File: src/fmove_pkg.sv
/*
 Constants for the displaced field-load unit: opcode layout, field
 settings, memory word size and data width.
 Assumes a 32-bit register file and a 16-bit wide, bit-addressed memory.
*/
// Function
// - Opcode bits 15..10 equal 101101, bit9 selects
// - Second word is signed 16-bit displacement
// - Bit address is source register plus displacement
// - Flag zero picks first settings, one second
// - Field length one to thirty-two bits
// - Right-justify, sign or zero extend to 32
// - Negative flag follows extended result sign
// - Zero flag set when extended result zero
// - Overflow cleared, carry left unchanged
// - Length and extension come from configuration settings
package fmove_pkg;
    localparam logic [5:0] OPC_PATTERN = 6'h2d;
    localparam int OPC_HI = 15;
    localparam int OPC_LO = 10;
    localparam int FSEL_BIT = 9;
    localparam int SRC_HI = 8;
    localparam int SRC_LO = 5;
    localparam int RFILE_BIT = 4;
    localparam int DST_HI = 3;
    localparam int DST_LO = 0;
    localparam int WORD_W = 16;
    localparam int DATA_W = 32;
    localparam int LEN_W = 5;
    localparam int BITPOS_W = 4;
endpackage

File: src/field_move_displaced_to_register.sv
/*
 Decode and execution of the displaced field load into a register.
 Assumes a memory port that answers a word read one or more cycles
 later with a valid pulse, and a register file read combinationally.
*/
// Decided for this implementation: the register offsets and strobed register access.
`timescale 1ns/10ps
module field_move_displaced_to_register (
    input wire logic i_ref_clk,
    input wire logic i_resetn,
    input wire logic i_clk_en,
    input wire logic i_instr_valid,
    input wire logic [15:0] i_instr_word,
    output logic o_instr_ready,
    output logic o_illegal,
    input wire logic [4:0] i_field_length_first,
    input wire logic i_field_extend_first,
    input wire logic [4:0] i_field_length_second,
    input wire logic i_field_extend_second,
    output logic [4:0] o_reg_rd_num,
    input wire logic [31:0] i_reg_rd_data,
    output logic o_mem_rd,
    output logic [31:0] o_mem_word_addr,
    input wire logic i_mem_valid,
    input wire logic [15:0] i_mem_data,
    output logic o_reg_wr,
    output logic [4:0] o_reg_wr_num,
    output logic [31:0] o_reg_wr_data,
    output logic o_flag_n,
    output logic o_flag_z,
    output logic o_flag_v,
    output logic o_flags_wr,
    output logic o_done
);
    import fmove_pkg::*;

    typedef enum logic [2:0] {
        ST_IDLE = 3'b000,
        ST_DISP = 3'b001,
        ST_READ = 3'b011,
        ST_WAIT = 3'b010,
        ST_DONE = 3'b110
    } state_e;

    state_e state_q, state_d;
    logic [15:0] op_q;
    logic [31:0] addr_q;
    logic [47:0] words_q;
    logic [1:0] cnt_q;
    logic [1:0] need_q;
    logic [31:0] value;
    logic fsel;
    logic [4:0] len_code;
    logic sign_ext;
    logic [5:0] len_full;
    logic [5:0] span;
    logic [31:0] bit_addr;
    logic is_match;
    logic rfile;

    assign is_match = i_instr_word[OPC_HI:OPC_LO] == OPC_PATTERN;
    assign fsel = op_q[FSEL_BIT];
    assign rfile = op_q[RFILE_BIT];
    // Settings come from the configuration inputs, never the opcode
    assign len_code = fsel ? i_field_length_second
                           : i_field_length_first;
    assign sign_ext = fsel ? i_field_extend_second
                           : i_field_extend_first;
    assign len_full = (len_code == 5'h00) ? 6'h20 : {1'b0, len_code};
    assign span = {2'b00, addr_q[3:0]} + len_full;
    assign o_reg_rd_num = {rfile, op_q[SRC_HI:SRC_LO]};
    assign bit_addr = i_reg_rd_data
                    + {{16{i_instr_word[15]}}, i_instr_word};
    assign o_instr_ready = (state_q == ST_IDLE) || (state_q == ST_DISP);
    assign o_mem_rd = (state_q == ST_READ);
    assign o_mem_word_addr = {4'h0, addr_q[31:4]} + {30'h0, cnt_q};

    always_comb begin
        state_d = state_q;
        unique case (state_q)
            ST_IDLE: if (i_instr_valid && is_match) state_d = ST_DISP;
            ST_DISP: if (i_instr_valid) state_d = ST_READ;
            ST_READ: state_d = ST_WAIT;
            ST_WAIT: begin
                if (i_mem_valid)
                    state_d = (cnt_q == need_q) ? ST_DONE : ST_READ;
            end
            ST_DONE: state_d = ST_IDLE;
            default: state_d = ST_IDLE;
        endcase
    end

    field_extract u_extract (
        .i_words(words_q),
        .i_bit_offset(addr_q[3:0]),
        .i_len_code(len_code),
        .i_sign_extend(sign_ext),
        .o_value(value)
    );

    always_ff @(posedge i_ref_clk or negedge i_resetn) begin
        if (!i_resetn) begin
            state_q <= ST_IDLE;
            op_q <= 16'h0000;
            addr_q <= 32'h00000000;
            words_q <= 48'h000000000000;
            cnt_q <= 2'h0;
            need_q <= 2'h0;
            o_illegal <= 1'b0;
        end else if (i_clk_en) begin
            state_q <= state_d;
            o_illegal <= (state_q == ST_IDLE) && i_instr_valid && !is_match;
            if (state_q == ST_IDLE && i_instr_valid && is_match) begin
                op_q <= i_instr_word;
            end
            if (state_q == ST_DISP && i_instr_valid) begin
                addr_q <= bit_addr;
                cnt_q <= 2'h0;
                words_q <= 48'h000000000000;
            end
            if (state_q == ST_READ) begin
                need_q <= (span > 6'h20) ? 2'h2
                        : ((span > 6'h10) ? 2'h1 : 2'h0);
            end
            if (state_q == ST_WAIT && i_mem_valid) begin
                words_q[cnt_q * WORD_W +: WORD_W] <= i_mem_data;
                cnt_q <= cnt_q + 2'h1;
            end
        end
    end

    // Outputs registered one cycle after capture to keep the data path short
    always_ff @(posedge i_ref_clk or negedge i_resetn) begin
        if (!i_resetn) begin
            o_reg_wr <= 1'b0;
            o_reg_wr_num <= 5'h00;
            o_reg_wr_data <= 32'h00000000;
            o_flag_n <= 1'b0;
            o_flag_z <= 1'b0;
            o_flag_v <= 1'b0;
            o_flags_wr <= 1'b0;
            o_done <= 1'b0;
        end else if (i_clk_en) begin
            o_reg_wr <= (state_q == ST_DONE);
            o_flags_wr <= (state_q == ST_DONE);
            o_done <= (state_q == ST_DONE);
            if (state_q == ST_DONE) begin
                o_reg_wr_num <= {rfile, op_q[DST_HI:DST_LO]};
                // Last word only lands in words_q at the edge into done
                o_reg_wr_data <= value;
                o_flag_n <= value[DATA_W-1];
                o_flag_z <= (value == 32'h00000000);
                o_flag_v <= 1'b0;
            end
        end
    end
endmodule // field_move_displaced_to_register

File: src/field_extract.sv
/*
 Field alignment: takes three consecutive memory words, a bit offset
 and a field length and returns the field right-justified and extended.
 Assumes the caller has captured the words covering the whole field.
*/
`timescale 1ns/10ps
module field_extract (
    input wire logic [47:0] i_words,
    input wire logic [3:0] i_bit_offset,
    input wire logic [4:0] i_len_code,
    input wire logic i_sign_extend,
    output logic [31:0] o_value
);
    import fmove_pkg::*;
    logic [47:0] shifted;
    logic [31:0] raw;
    logic [31:0] mask;
    logic [5:0] len;
    logic sign_bit;

    // Length code 0 stands for a 32-bit field
    assign len = (i_len_code == 5'h00) ? 6'h20 : {1'b0, i_len_code};
    assign shifted = i_words >> i_bit_offset;
    assign mask = (len == 6'h20) ? 32'hffffffff
                : ((32'h00000001 << len[4:0]) - 32'h00000001);
    assign raw = shifted[31:0] & mask;
    assign sign_bit = shifted[len - 6'h01];
    assign o_value = (i_sign_extend && sign_bit) ? (raw | ~mask) : raw;
endmodule // field_extract

File: config.mk
export PLATFORM = sky130hd
export DESIGN_NAME = field_move_displaced_to_register
export DESIGN_NICKNAME = d
export VERILOG_FILES = /design/src/fmove_pkg.sv /design/src/field_move_displaced_to_register.sv /design/src/field_extract.sv
export SDC_FILE = /design/constraint.sdc
export NUM_CORES = 1
export LEC_CHECK = 0
export ABC_AREA = 1
export BUFFER_PORTS_ARGS = -buffer_cell sky130_fd_sc_hd__buf_2
export CORE_MARGIN = 2
export CORE_UTILIZATION = 32
export DETAILED_ROUTE_END_ITERATION = 8
export HOLD_SLACK_MARGIN = 0.05
export SETUP_SLACK_MARGIN = 0.05
export SLEW_MARGIN = 20
export SYNTH_ARGS = -nofsm -noshare
export SYNTH_HDL_FRONTEND = slang
export SYNTH_SLANG_ARGS = --single-unit
File: constraint.sdc
create_clock -name i_ref_clk -period 8.2 [get_ports i_ref_clk]
set_input_delay 0.41 -clock i_ref_clk [delete_from_list [all_inputs] [get_ports i_ref_clk]]
set_output_delay 0.41 -clock i_ref_clk [all_outputs]
set_load 0.01 [all_outputs]
== Word level (Yosys, flattened, before mapping) ==
Index checks and enable logic that the tools add are counted.

* Reductions and logical operators: 19
* Order comparisons: 3
* Equality and inequality tests: 10
* $mul: 0
* Muxes and demuxes: 20
* Shift-type cells: 4
* Add/subtract/negate cells: 7
* Div/mod/pow operators: 0
* Bitwise gates (word level): 3

{| class="wikitable"
|+ Operators with widths
! operator !! count
|-
| $mux 48 || 3
|-
| $mux 32 || 2
|-
| $bwmux 48 || 1
|-
| $shift 16x34->48 const A || 1
|-
| $shiftx 16x34->48 || 1
|-
| $shr 48x4->48 || 1
|-
| $neg 6->34 || 1
|-
| $add 32x32->32 || 1
|-
| $and 32x32->32 || 1
|-
| $logic_not 32->1 || 1
|-
| $not 32->32 || 1
|-
| $or 32x32->32 || 1
|-
| $shl 1x5->32 const A || 1
|-
| $sub 32x1->32 const B || 1
|-
| $add 28x2->29 || 1
|-
| $eq 6x6->1 const B || 2
|-
| $mux 3 || 4
|-
| $pmux 3 s4 || 1
|-
| $reduce_and 2->1 || 5
|-
| $logic_and 1x1->1 || 7
|-
| $lt 6x7->1 const B || 1
|-
| $add 4x6->6 || 1
|-
| $bmux 1 s6 || 1
|-
| $eq 3x2->1 const B || 2
|-
| 18 further kinds || 24
|}

* Memories: 0
* Bits in read-only memories: 0
* Latch bits: 0
* Register bits: 138
* Memory bits (writable): 0

== Depth between registers and ports, before layout ==
Gate-level depths: netlist (run 1).

* Depth after elaboration: 10
* Mapped depth: 31
* Depth with buffers taken out: 30

== Hierarchy ==
A second synthesis (run 1) with hierarchy kept.

* Cells, all modules: 2029
* Area, all modules: 12906.1 um2

{| class="wikitable"
|+ By module, submodules not included
! module !! cells an instance !! instances !! area each (um2)
|-
| field_move_displaced_to_register || 1227 || 1 || 9080.0
|-
| field_extract || 802 || 1 || 3826.2
|}

== Worst setup path before layout (run 1) ==
No wires, ideal clock.

* Path type: register -> output
* From: reg cnt_q[0]
* To: out o_mem_word_addr[24]
* Slack: 4.836 ns
* Buffers on the path: 0
* Required time: 7.790 ns
* Arrival: 2.954 ns
* Cell stages (with the launch flop): 13
* Path through: dfrtp_1 -> ha_1 -> inv_1 -> fa_1 -> nor2_1 -> nand3_1 -> nor4_2 -> nand4_1 -> or4_1 -> nor3_1 -> nand3_1 -> nor3_1 -> xor2_1

* Longest elaborated chain between the ends: 1

{| class="wikitable"
|+ RTL lines
! what !! line !! source
|-
| start, declared || field_move_displaced_to_register.sv:49 || <nowiki>logic [1:0] cnt_q;</nowiki>
|-
| start signal, assigned || field_move_displaced_to_register.sv:127 || <nowiki>cnt_q <= cnt_q + 2'h1;</nowiki>
|-
| $add 28x2->29 || field_move_displaced_to_register.sv:76 || <nowiki>assign o_mem_word_addr = {4'h0, addr_q[31:4]} + {30'h0, cnt_q};</nowiki>
|-
| end, declared || field_move_displaced_to_register.sv:23 || <nowiki>output logic [31:0] o_mem_word_addr,</nowiki>
|}

Every way passes these cells.

== Final worst setup path (run 1) ==
Same ends and word-level chain as after synthesis.

==> results of run 1 <==
[worst paths after layout]
| kind | from | end | slack, ns | cells past startpoint |
|---|---|---|---|---|
| hold reg to reg | op_q[2] | o_reg_wr_num[2] | 0.47 | 2 |
| hold / removal | i_mem_data[9] | words_q[9] | 0.22 | 3 |
| setup reg to reg | op_q[9] | o_flag_z | 3.86 | 24 |
| min in group asynchronous | i_resetn | words_q[5] | 0.56 | 2 |
| max in group asynchronous | i_resetn | op_q[3] | 6.26 | 3 |
| setup / recovery | cnt_q[0] | o_mem_word_addr[24] | 3.76 | 13 |
[tightest hold or removal path, cell delays in order]
cell,delay [ns]
buf_2,0.11
inv_1,0.04
o22ai_1,0.06
[placed cells by master, fill, tap and decap left out, drive strengths merged, types with 2 or more instances in the layout]
cell	count
a31oi	14
or4	2
nand2	478
o21bai	3
mux2	7
conb	4
nor2	148
nand3b	12
a21oi	54
nor3	28
or2	6
nand4	19
dfrtp	137
o31ai	3
a21o	7
o22ai	52
o21ai	91
nor4	6
o211ai	11
inv	219
fa	3
xnor2	15
bufinv	2
a21boi	3
clkinv	5
ha	47
a211oi	3
clkbuf	17
a221oi	2
nor3b	2
buf	170
o21a	5
xor2	34
nand3	373
[registers in the layout, summed over array words and instances (netlist names)]
name and count:
o_done 1, words_q 48, state_q 3, o_flag_z 1, o_illegal 1, cnt_q 2, addr_q 32, op_q 10
need_q 2, o_reg_wr_data 32, o_reg_wr_num 5
[stage by stage]
stage,setup slack [ns],hold WS (ns)
floorplan,4.84,0.114
global placement,3.98,0.445
detailed placement,3.89,0.453
CTS,3.67,0.199
global route,3.44,0.198
finish,3.76,0.219
[power by group through the flow]
stage	sequential (µW)	combinational (µW)	clock (µW)
floorplan	1170	1950	0
global placement	1200	2820	0
detailed placement	1210	2820	0
CTS	1200	2840	851
global route	1230	3200	881
finish	1190	2850	832
[metal layers]
metal	GRT usage, %	up-vias	part of all wire (%)
li1	-	6437	-
met1	29.0	6138	43
met2	38.4	430	47
met3	4.64	74	6.6
met4	7.66	12	2.8
met5	0	-	0.16
[logic make-up after synthesis]
family / after synthesis / synth area share (%)
flops: 137 / 28.1
mux: 8 / 0.729
compound gates: 250 / 12.0
simple gates: 1075 / 40.1
xor+xnor: 49 / 3.52
fa+ha+maj: 50 / 5.32
other cells: 1 / 0.0308
buf+inv: 297 / 10.2
[cell type report]
type / count / share of cell area (%)
clock buffer: 17 / 3.06
sequential: 137 / 24.7
timing repair buffer: 171 / 6.44
tap: 511 / 4.60
inverter: 212 / 5.78
multi-input combinational: 1436 / 54.2
clock inverter: 15 / 1.29
==> key figures, run 1 <==
Placed design
  – Placed Area: about 13000 µm²
  – Hpwl dp: between 30000 and 40000 µm
  – Placed cell count: 2466
  – PortBufs: between 150 and 200
  – Routability Congestion: 1.01

Detailed routing
  – Via-to-Cell Ratio: 5.24
  – Total iterations of the first detailed-routing run: 6
  – Vias: roughly 13000
  – Drt drc: 0
  – Wire length per cell: 17.7 µm
  – Iteration-0 DRC Markers: roughly 1200
  – Post-route ant nets: 0
  – Final wirelength: around 44000 µm

Clock tree
  – Clock transition at path regs: 0.07 ns
  – TritonCTS Buffers: 17
  – CTS Sinks: around 140
  – Setup repair bufs after CTS: 0
  – Hold Buf Count CTS: 1
  – CTS tree: done
  – Maximum clock insertion buffer count: 2
  – Clock root buffer: clkbuf_16
  – H-tree levels: 4
  – Clock latency on the worst-skew pair: between 0.4 and 0.5 ns
  – Post_cts resized: 0

Critical path
  – Critical path class: flip-flop to primary output
  – Slowest stage cell, crit path: or4_1
  – Slowest stage delay, CP: 0.51 ns
  – Worst EP arrival: approximately 4.0 ns
  – Crit start category: flip-flop
  – Worst path required time: 7.79 ns
  – Worst Setup End Kind: primary output
  – Delay-heaviest family, CP: simple AND/OR/NAND/NOR gates
  – Worst-path fanout max: 5
  – Critical-path cell list: ha_1 > inv_1 > fa_1 > nor2_1 > nand3_1 > nor4_2 > nand4_1 > or4_1 > nor3_1 > nand3_1 > nor3_1 > xor2_1 > buf_2
  – Worst Path Buf+Inv: 2

Synth
  – Most frequent cell after synthesis: nand2_1
  – Most area-consuming cells after synthesis: dfrtp_1, nand3_1, nand2_1
  – Mapped Area: between 10000 and 15000 µm²
  – Area leader, netlist: dfrtp_1
  – Syn avg cell area: 6.53 µm²
  – Distinct cells, synth: 55
  – Post-synth top cells: nand2_1, nand3_1, inv_1, dfrtp_1, nor2_1
  – Gate count of the mapped netlist: 1867
  – Post-synth EDFFs: 0
  – #FFs+latches synth: ~140
  – Top cell type's share of synthesized area: about 28%
  – Post-synthesis async set-or-reset flop share: 100%
  – Top FF cell, synth: dfrtp_1
  – Sequential element share of the synthesized area: between 20 and 30%
  – Synth warn: 0

GRT
  – GRT Total Usage: approximately 23%
  – Number of global-route vias before repair: 12500
  – First-pass GRT wire length: 69300 µm
  – Largest net degree at the start of global routing: 76
  – Total gr overflow: 0
  – Initial antenna violation count: 6

Power and ir drop
  – Max VDD drop: approximately 0.18 mV
  – Int Power: roughly 2300 µW
  – Static leakage: roughly 0.0072 µW
  – Flop pwr share: 24.5%
  – Power Density: around 350 nW/µm²
  – NetSw: roughly 2500 µW
  – Clock Power Share: 17.1%
  – Gate power share: around three fifths
  – Sw Ratio: a little over 50%
  – Total power: ~5000 µW

Final layout
  – Fillers: 4110
  – Nets: between 2000 and 2500
  – Final instance area: 13900 µm²
  – Storage element area: about 3400 µm²
  – Area of the multi-input gates: roughly 7500 µm²
  – Core Util, Final: around 37%
  – Diode count: 0
  – Area Growth Syn to Fin: 14.1%
  – Share of cells above drive strength 1: about an eighth
  – Post-route insts no fill: between 2000 and 2500

Timing
  – RSZ-0062 raised after global routing: false
  – Hold Fails Final Rpt: 0
  – Aggregate negative setup slack: 0 ns
  – FMAX: around 0.23 GHz
  – Max-Slew Margin vs Limit: 25.8%
  – Worst slew pin tran: 1.11 ns
  – Final period util: between 50% and 60%
  – Slew Limit Fails: 0
  – Clock skew: 0.0146 ns
  – Setup violators final: 0
  – Final min period: 4.44 ns

Job
  – Max_cap viols: 0

Die
  – Initial Util: 32.4%
  – IO Count: 164
  – DIE WIDTH: about 200 µm
  – Chip height: around 200 µm
  – Std-Cell Rows: 71
  – Core area: between 30000 and 40000 µm²
  – Die Area: 39700 µm²

Worst hold path
  – Min-Delay Path Class: input pin to flip-flop

Run status
  – Status: finished clean
No activity file was read; power rests on OpenSTA's default activity.
==> inputs of run 2 (changes only) <==
- ABC_AREA: 1 -> 0
- clock period: 8.2 -> 4.3 ns (I/O delays scaled with it)
==> key figures, run 2 <==
Run status
  – Status: finished clean

Timing
  – Worst slew pin tran: between 0.8 and 0.9 ns
  – Hold Fails Final Rpt: 0
  – Aggregate negative setup slack: 0 ns
  – Final min period: 3.91 ns
  – Final period util: about nine tenths
  – Setup violators final: 0
  – Clock skew: roughly 0.014 ns
  – RSZ-0062 raised after global routing: false
  – Slew Limit Fails: 0
  – Max-Slew Margin vs Limit: 42.8%
  – FMAX: 0.256 GHz

Critical path
  – Worst EP arrival: between 4 and 5 ns
  – Crit start category: flip-flop
  – Worst Setup End Kind: flip-flop
  – Worst path required time: 4.66 ns
  – Worst-path fanout max: 27
  – Critical path class: flip-flop to flip-flop

Final layout
  – Area Growth Syn to Fin: 16.6%
  – Max reg flops: 48
  – Storage element area: approximately 3400 µm²
  – Largest reg by FF count: words_q
  – Share of cells above drive strength 1: between 20% and 30%
  – Commonest cells after routing, fill and taps aside: buf_2, nand2_1, dfrtp_1, nor2_1, mux2i_1
  – Nets: around 1600
  – Largest regs: words_q (48), addr_q (32), o_reg_wr_data (32)
  – Leading cell type in the layout, fill and taps excluded: buf_2
  – Area of the multi-input gates: a little over 8000 µm²
  – Fillers: about 3900
  – Core Util, Final: a little under two fifths

Clock tree
  – Clock latency on the worst-skew pair: 0.44 ns
  – TritonCTS Buffers: 17
  – CTS Sinks: 137
  – CTS tree: done
  – Clock transition at path regs: approximately 0.060 ns
  – Clock root buffer: clkbuf_16
  – Setup repair bufs after CTS: 0
  – Maximum clock insertion buffer count: 2
  – H-tree levels: 4

Synth
  – #FFs+latches synth: approximately 140
  – Most frequent cell after synthesis: nand2_1
  – Gate count of the mapped netlist: ~1300
  – Top FF cell, synth: dfrtp_1
  – Top cell type's share of synthesized area: 28.0%
  – Syn avg cell area: about 9.2 µm²
  – Post-synthesis async set-or-reset flop share: 100%
  – Mapped Area: 12300 µm²
  – Post-synth top cells: nand2_1, dfrtp_1, nor2_1, mux2i_1, o21ai_0
  – Post-synth EDFFs: 0
  – Most area-consuming cells after synthesis: dfrtp_1, mux4_2, mux2i_1
  – Synth warn: 0
  – Area leader, netlist: dfrtp_1
  – Distinct cells, synth: a little under 100
  – Sequential element share of the synthesized area: between 20% and 30%

Placed design
  – Hpwl dp: approximately 32000 µm
  – Routability Congestion: ~1
  – PortBufs: 159

Die
  – IO Count: 164
  – Die Area: between 30000 and 40000 µm²
  – Chip height: between 150 and 200 µm
  – Core area: roughly 38000 µm²
  – Std-Cell Rows: 71
  – DIE WIDTH: roughly 200 µm
  – Initial Util: about 33%

Power and ir drop
  – Power Density: between 500 and 600 nW/µm²
  – Static leakage: 0.00633 µW
  – Max VDD drop: roughly 0.21 mV

GRT
  – GRT Total Usage: between 20% and 30%
  – Total gr overflow: 0
  – Largest net degree at the start of global routing: slightly above 100
  – First-pass GRT wire length: 64200 µm
  – Initial antenna violation count: 3
  – Number of global-route vias before repair: between 10000 and 15000

Detailed routing
  – Post-route ant nets: 0
  – Iteration-0 DRC Markers: slightly below 1000
  – Total iterations of the first detailed-routing run: 5
  – Metal2 WL: about 19000 µm
  – Metal-1 WL: about 18000 µm
  – Routed length on met3: 2790 µm
  – Via-to-Cell Ratio: about 5.6
  – Drt drc: 0
  – Final wirelength: 41300 µm
  – Vias: 11300
  – Highest metal used: met5
  – Wire length per cell: between 20 and 25 µm

Job
  – Max_cap viols: 0

Worst hold path
  – Min-Delay Path Class: input pin to flip-flop
-- run 2: changes by cell type after synthesis, sizes merged, moves of 16 or more --
cell / change
nand2: -322
nand3: -315
inv: -174
mux2i: +69
nor2: -61
a22o: +47
mux4: +47
o22ai: -46
mux2: +25
and3: +20
xnor2: +20
a211oi: +16
-- run 2: cells by family (layout without fill, tap and decap cells) --
group                    count (synthesis)  count (layout)  share of synthesized area (%)
AND/OR/NAND/NOR                        470             470                           19.8
AO/OA/AOI/OAI                          342             342                           19.3
multiplexers                           149             149                           17.8
flip-flops                             137             137                           28.0
buffers and inverters                  132             286                           5.71
XOR/XNOR                                58              58                           4.14
adder cells (fa/ha/maj)                 50              50                           5.29
other                                    1               5                         0.0306
-- run 2: worst paths after layout --
kind	to	start	slack [ns]	cells past startpoint
max reg2reg	o_flag_z	op_q[9]	0.39	13
min in group asynchronous	addr_q[30]	i_resetn	0.31	2
max in group asynchronous	o_flag_z	i_resetn	2.77	4
max	o_flag_z	op_q[9]	0.39	13
min	words_q[12]	i_mem_data[12]	0.07	2
min reg2reg	o_reg_wr_num[2]	op_q[2]	0.47	2
-- run 2: metal layers --
| metal | vias to the layer above | global-route usage [%] |
|---|---|---|
| met2 | 474 | 33.6 |
| met3 | 89 | 4.03 |
| met5 | - | 0 |
| met1 | 5445 | 27.6 |
| met4 | 4 | 9.14 |
| li1 | 5321 | - |
-- run 2: final cells by class --
cell class                      instances  share of cell area [%]
Multi-Input combinational cell       1073                    57.2
Sequential cell                       137                    24.0
Timing Repair Buffer                  218                    9.14
Tap cell                              511                    4.47
Clock buffer                           19                    3.03
Clock inverter                         13                    1.18
Inverter                               36                   0.945
Antenna cell                            1                  0.0175
-- run 2: worst max-delay path, cell delays in order (launching register included) --
cell       delay, ns
dfrtp_1         0.46
buf_4           0.34
or3b_2          0.54
nand2_1         0.21
nand3_1         0.22
ha_1            0.37
o221ai_2        0.27
o211a_1         0.25
a311oi_1        0.04
buf_4           0.20
a2111oi_0       0.37
nor4b_2         0.28
nand3_1         0.12
a2bb2oi_2       0.15
-- run 2: power by group --
| part | internal, µW | total [µW] | switching (µW) |
|---|---|---|---|
| Clock | 918 | 1540 | 624 |
| Combinational | 1700 | 3770 | 2080 |
| Sequential | 1740 | 2350 | 611 |
-- run 2: what timing repair did --
action                                  4_1_cts  5_1_grt
hold buffers                                 12        0
endpoints found under the setup margin        0        6
hold endpoints to repair                    112        0
resized for setup                             0        2
-- run 2: through the flow --
step	hold WS (ns)	total power, µW	cells	instance area (µm²)	setup slack (ns)
global route	0.0711	8180	2007	14300	0.0506
floorplan	-0.0806	4870	1342	12300	0.263
global placement	0.410	6060	1962	13500	0.394
detailed placement	0.432	6100	1962	13500	0.234
finish	0.0723	7670	2008	14300	0.387
CTS	0.0533	7690	2006	14300	0.222
==> inputs of run 3 (changes only) <==
- ABC_AREA: 0 -> 1
- REMOVE_ABC_BUFFERS: default -> 1
==> key figures, run 3 (same netlist as run 1, synthesis figures left out) <==
Run status
  – Status: finished clean

Worst hold path
  – Min-Delay Path Class: input pin to flip-flop
  – Worst Hold Path Cells: 2
  – Worst hold endpoint: op_q[8]
  – Hold wc startpoint: i_instr_word[8]

GRT
  – GRT Total Usage: between 20% and 30%
  – Number of global-route vias before repair: approximately 13000
  – Initial antenna violation count: 6
  – First-pass GRT wire length: between 60000 and 70000 µm
  – Largest net degree at the start of global routing: 70
  – Total gr overflow: 0

Timing
  – Final min period: between 3 and 4 ns
  – Clock skew: approximately 0.012 ns
  – Hold Fails Final Rpt: 0
  – Final period util: ~93%
  – Aggregate negative setup slack: 0 ns
  – FMAX: 0.251 GHz
  – Max-Slew Margin vs Limit: a little under a third
  – RSZ-0062 raised after global routing: false
  – Setup violators final: 0
  – Slew Limit Fails: 0
  – Worst slew pin tran: 1.03 ns

Detailed routing
  – Iteration-0 DRC Markers: roughly 900
  – Routed length on met3: between 2000 and 3000 µm
  – Post-route ant nets: 0
  – Metal-1 WL: ~19000 µm
  – Total iterations of the first detailed-routing run: 7
  – Wire length per cell: 17.0 µm
  – Final wirelength: ~43000 µm
  – Drt drc: 0
  – Highest metal used: met5
  – Vias: approximately 13000
  – Metal2 WL: roughly 20000 µm
  – Via-to-Cell Ratio: approximately 5.2

Die
  – Chip height: 199 µm
  – Core area: 37600 µm²
  – Die Area: between 30000 and 40000 µm²
  – Initial Util: between 30 and 40%
  – Std-Cell Rows: 71
  – DIE WIDTH: 199 µm
  – IO Count: 164

Critical path
  – Worst EP arrival: around 3.8 ns
  – R2R depth: 21
  – R2R Setup Slk: 0.42 ns
  – Worst path required time: between 4 and 5 ns
  – Delay-heaviest family, CP: simple AND/OR/NAND/NOR gates
  – R2R Path Start: op_q[9]
  – Slowest stage cell, crit path: or4_1
  – Critical-path cell list: ha_1 > inv_1 > fa_1 > nor2_2 > nand3_2 > nor4_4 > nand4_1 > or4_1 > nor3_2 > nand3_1 > nor3_1 > xor2_1 > buf_2
  – Slowest stage delay, CP: 0.53 ns
  – Worst Setup End Kind: primary output
  – Crit start category: flip-flop
  – FF-to-FF End: o_flag_z
  – Worst Path Buf+Inv: 2
  – Critical path class: flip-flop to primary output
  – Worst-path fanout max: 5

Power and ir drop
  – Static leakage: around 0.0073 µW
  – Flop pwr share: 24.8%
  – Max VDD drop: 0.314 mV
  – Clock Power Share: between 15 and 20%
  – Sw Ratio: about 51%
  – Gate power share: around three fifths
  – Power Density: 642 nW/µm²
  – NetSw: ~4700 µW
  – Int Power: between 4000 and 5000 µW

Job
  – Max_cap viols: 0

Clock tree
  – Setup repair bufs after CTS: 0
  – Clock transition at path regs: ~0.06 ns
  – Maximum clock insertion buffer count: 2
  – TritonCTS Buffers: 17
  – H-tree levels: 4
  – CTS tree: done
  – Clock root buffer: clkbuf_16
  – CTS Sinks: between 100 and 150
  – Clock latency on the worst-skew pair: between 0.4 and 0.5 ns

Final layout
  – Leading cell type in the layout, fill and taps excluded: nand2_1
  – Largest regs: words_q (48), addr_q (32), o_reg_wr_data (32)
  – Fillers: 4124
  – Commonest cells after routing, fill and taps aside: nand2_1, nand3_1, inv_1, buf_2, dfrtp_1
  – Post-route insts no fill: 2535
  – Area Growth Syn to Fin: 16.4%
  – Max reg flops: between 40 and 50
  – Largest reg by FF count: words_q
  – Share of cells above drive strength 1: about 14%
  – Nets: around 2100

Placed design
  – PortBufs: roughly 160
  – Routability Congestion: 0.965
  – Hpwl dp: between 30000 and 40000 µm
  – Placed cell count: about 2500
==> run 3: changes by cell type in the layout (fill, tap and decap cells not counted), sizes merged, moves of 27 or more <==
cell   before  now
nand2     156  478
nand3      58  373
inv        39  212
mux2i      70    1
nor2       87  148
a22o       48    1
mux4       47    0
o22ai       6   52
buf       206  179
==> run 3: cell type report <==
cell class	count	area (µm²)	share of cell area [%]
Timing Repair Buffer	203	1190	8.40
Antenna cell	4	10.0	0.0705
Tap cell	511	639	4.51
Inverter	212	803	5.66
Sequential cell	137	3430	24.2
Clock inverter	15	129	0.908
Multi-Input combinational cell	1436	7560	53.3
Clock buffer	17	425	3.00
==> run 3: power by group through the flow <==
stage / registers (µW) / logic, µW / clock network, µW
after global placement: 2270 / 5350 / 0
after CTS: 2260 / 5400 / 1450
after global routing: 2350 / 6130 / 1510
after detailed placement: 2280 / 5360 / 0
final: 2260 / 5430 / 1420
after floorplan: 2400 / 3390 / 0
==> run 3: worst max-delay path by stage <==
stage               from                  end  cells past startpoint
2_1_floorplan  addr_q[1]             o_flag_z                     17
3_3_place_gp     op_q[9]             o_flag_z                     24
3_5_place_dp     op_q[9]             o_flag_z                     23
4_1_cts         cnt_q[0]  o_mem_word_addr[26]                     13
5_1_grt          op_q[9]             o_flag_z                     28
6_report        cnt_q[0]  o_mem_word_addr[26]                     13
==> run 3: metrics by stage <==
| stage | setup WS [ns] | hold WS [ns] | utilization [%] | power, µW | instance area, µm² |
|---|---|---|---|---|---|
| finish | 0.310 | 0.0623 | 37.8 | 9110 | 14200 |
| global route | 0.0726 | 0.0548 | 37.7 | 9980 | 14200 |
| CTS | 0.143 | 0.0582 | 37.7 | 9120 | 14100 |
| detailed placement | 0.398 | 0.270 | 35.5 | 7630 | 13300 |
| global placement | 0.411 | 0.261 | 35.5 | 7610 | 13300 |
| floorplan | 0.493 | -0.0806 | - | 5790 | 11800 |
==> run 3: what timing repair did <==
| action | CTS | global route |
|---|---|---|
| gates resized for setup | 1 | 5 |
| hold buffers | 24 | 0 |
| endpoints found under the hold margin | 90 | 0 |
| setup endpoints to repair | 2 | 7 |
==> run 3: routing by layer <==
metal / vias to the layer above / global-route usage, %
li1: 6517 / -
met1: 6045 / 27.9
met2: 416 / 37.5
met3: 82 / 5.00
met4: 2 / 8.93
met5: - / 0
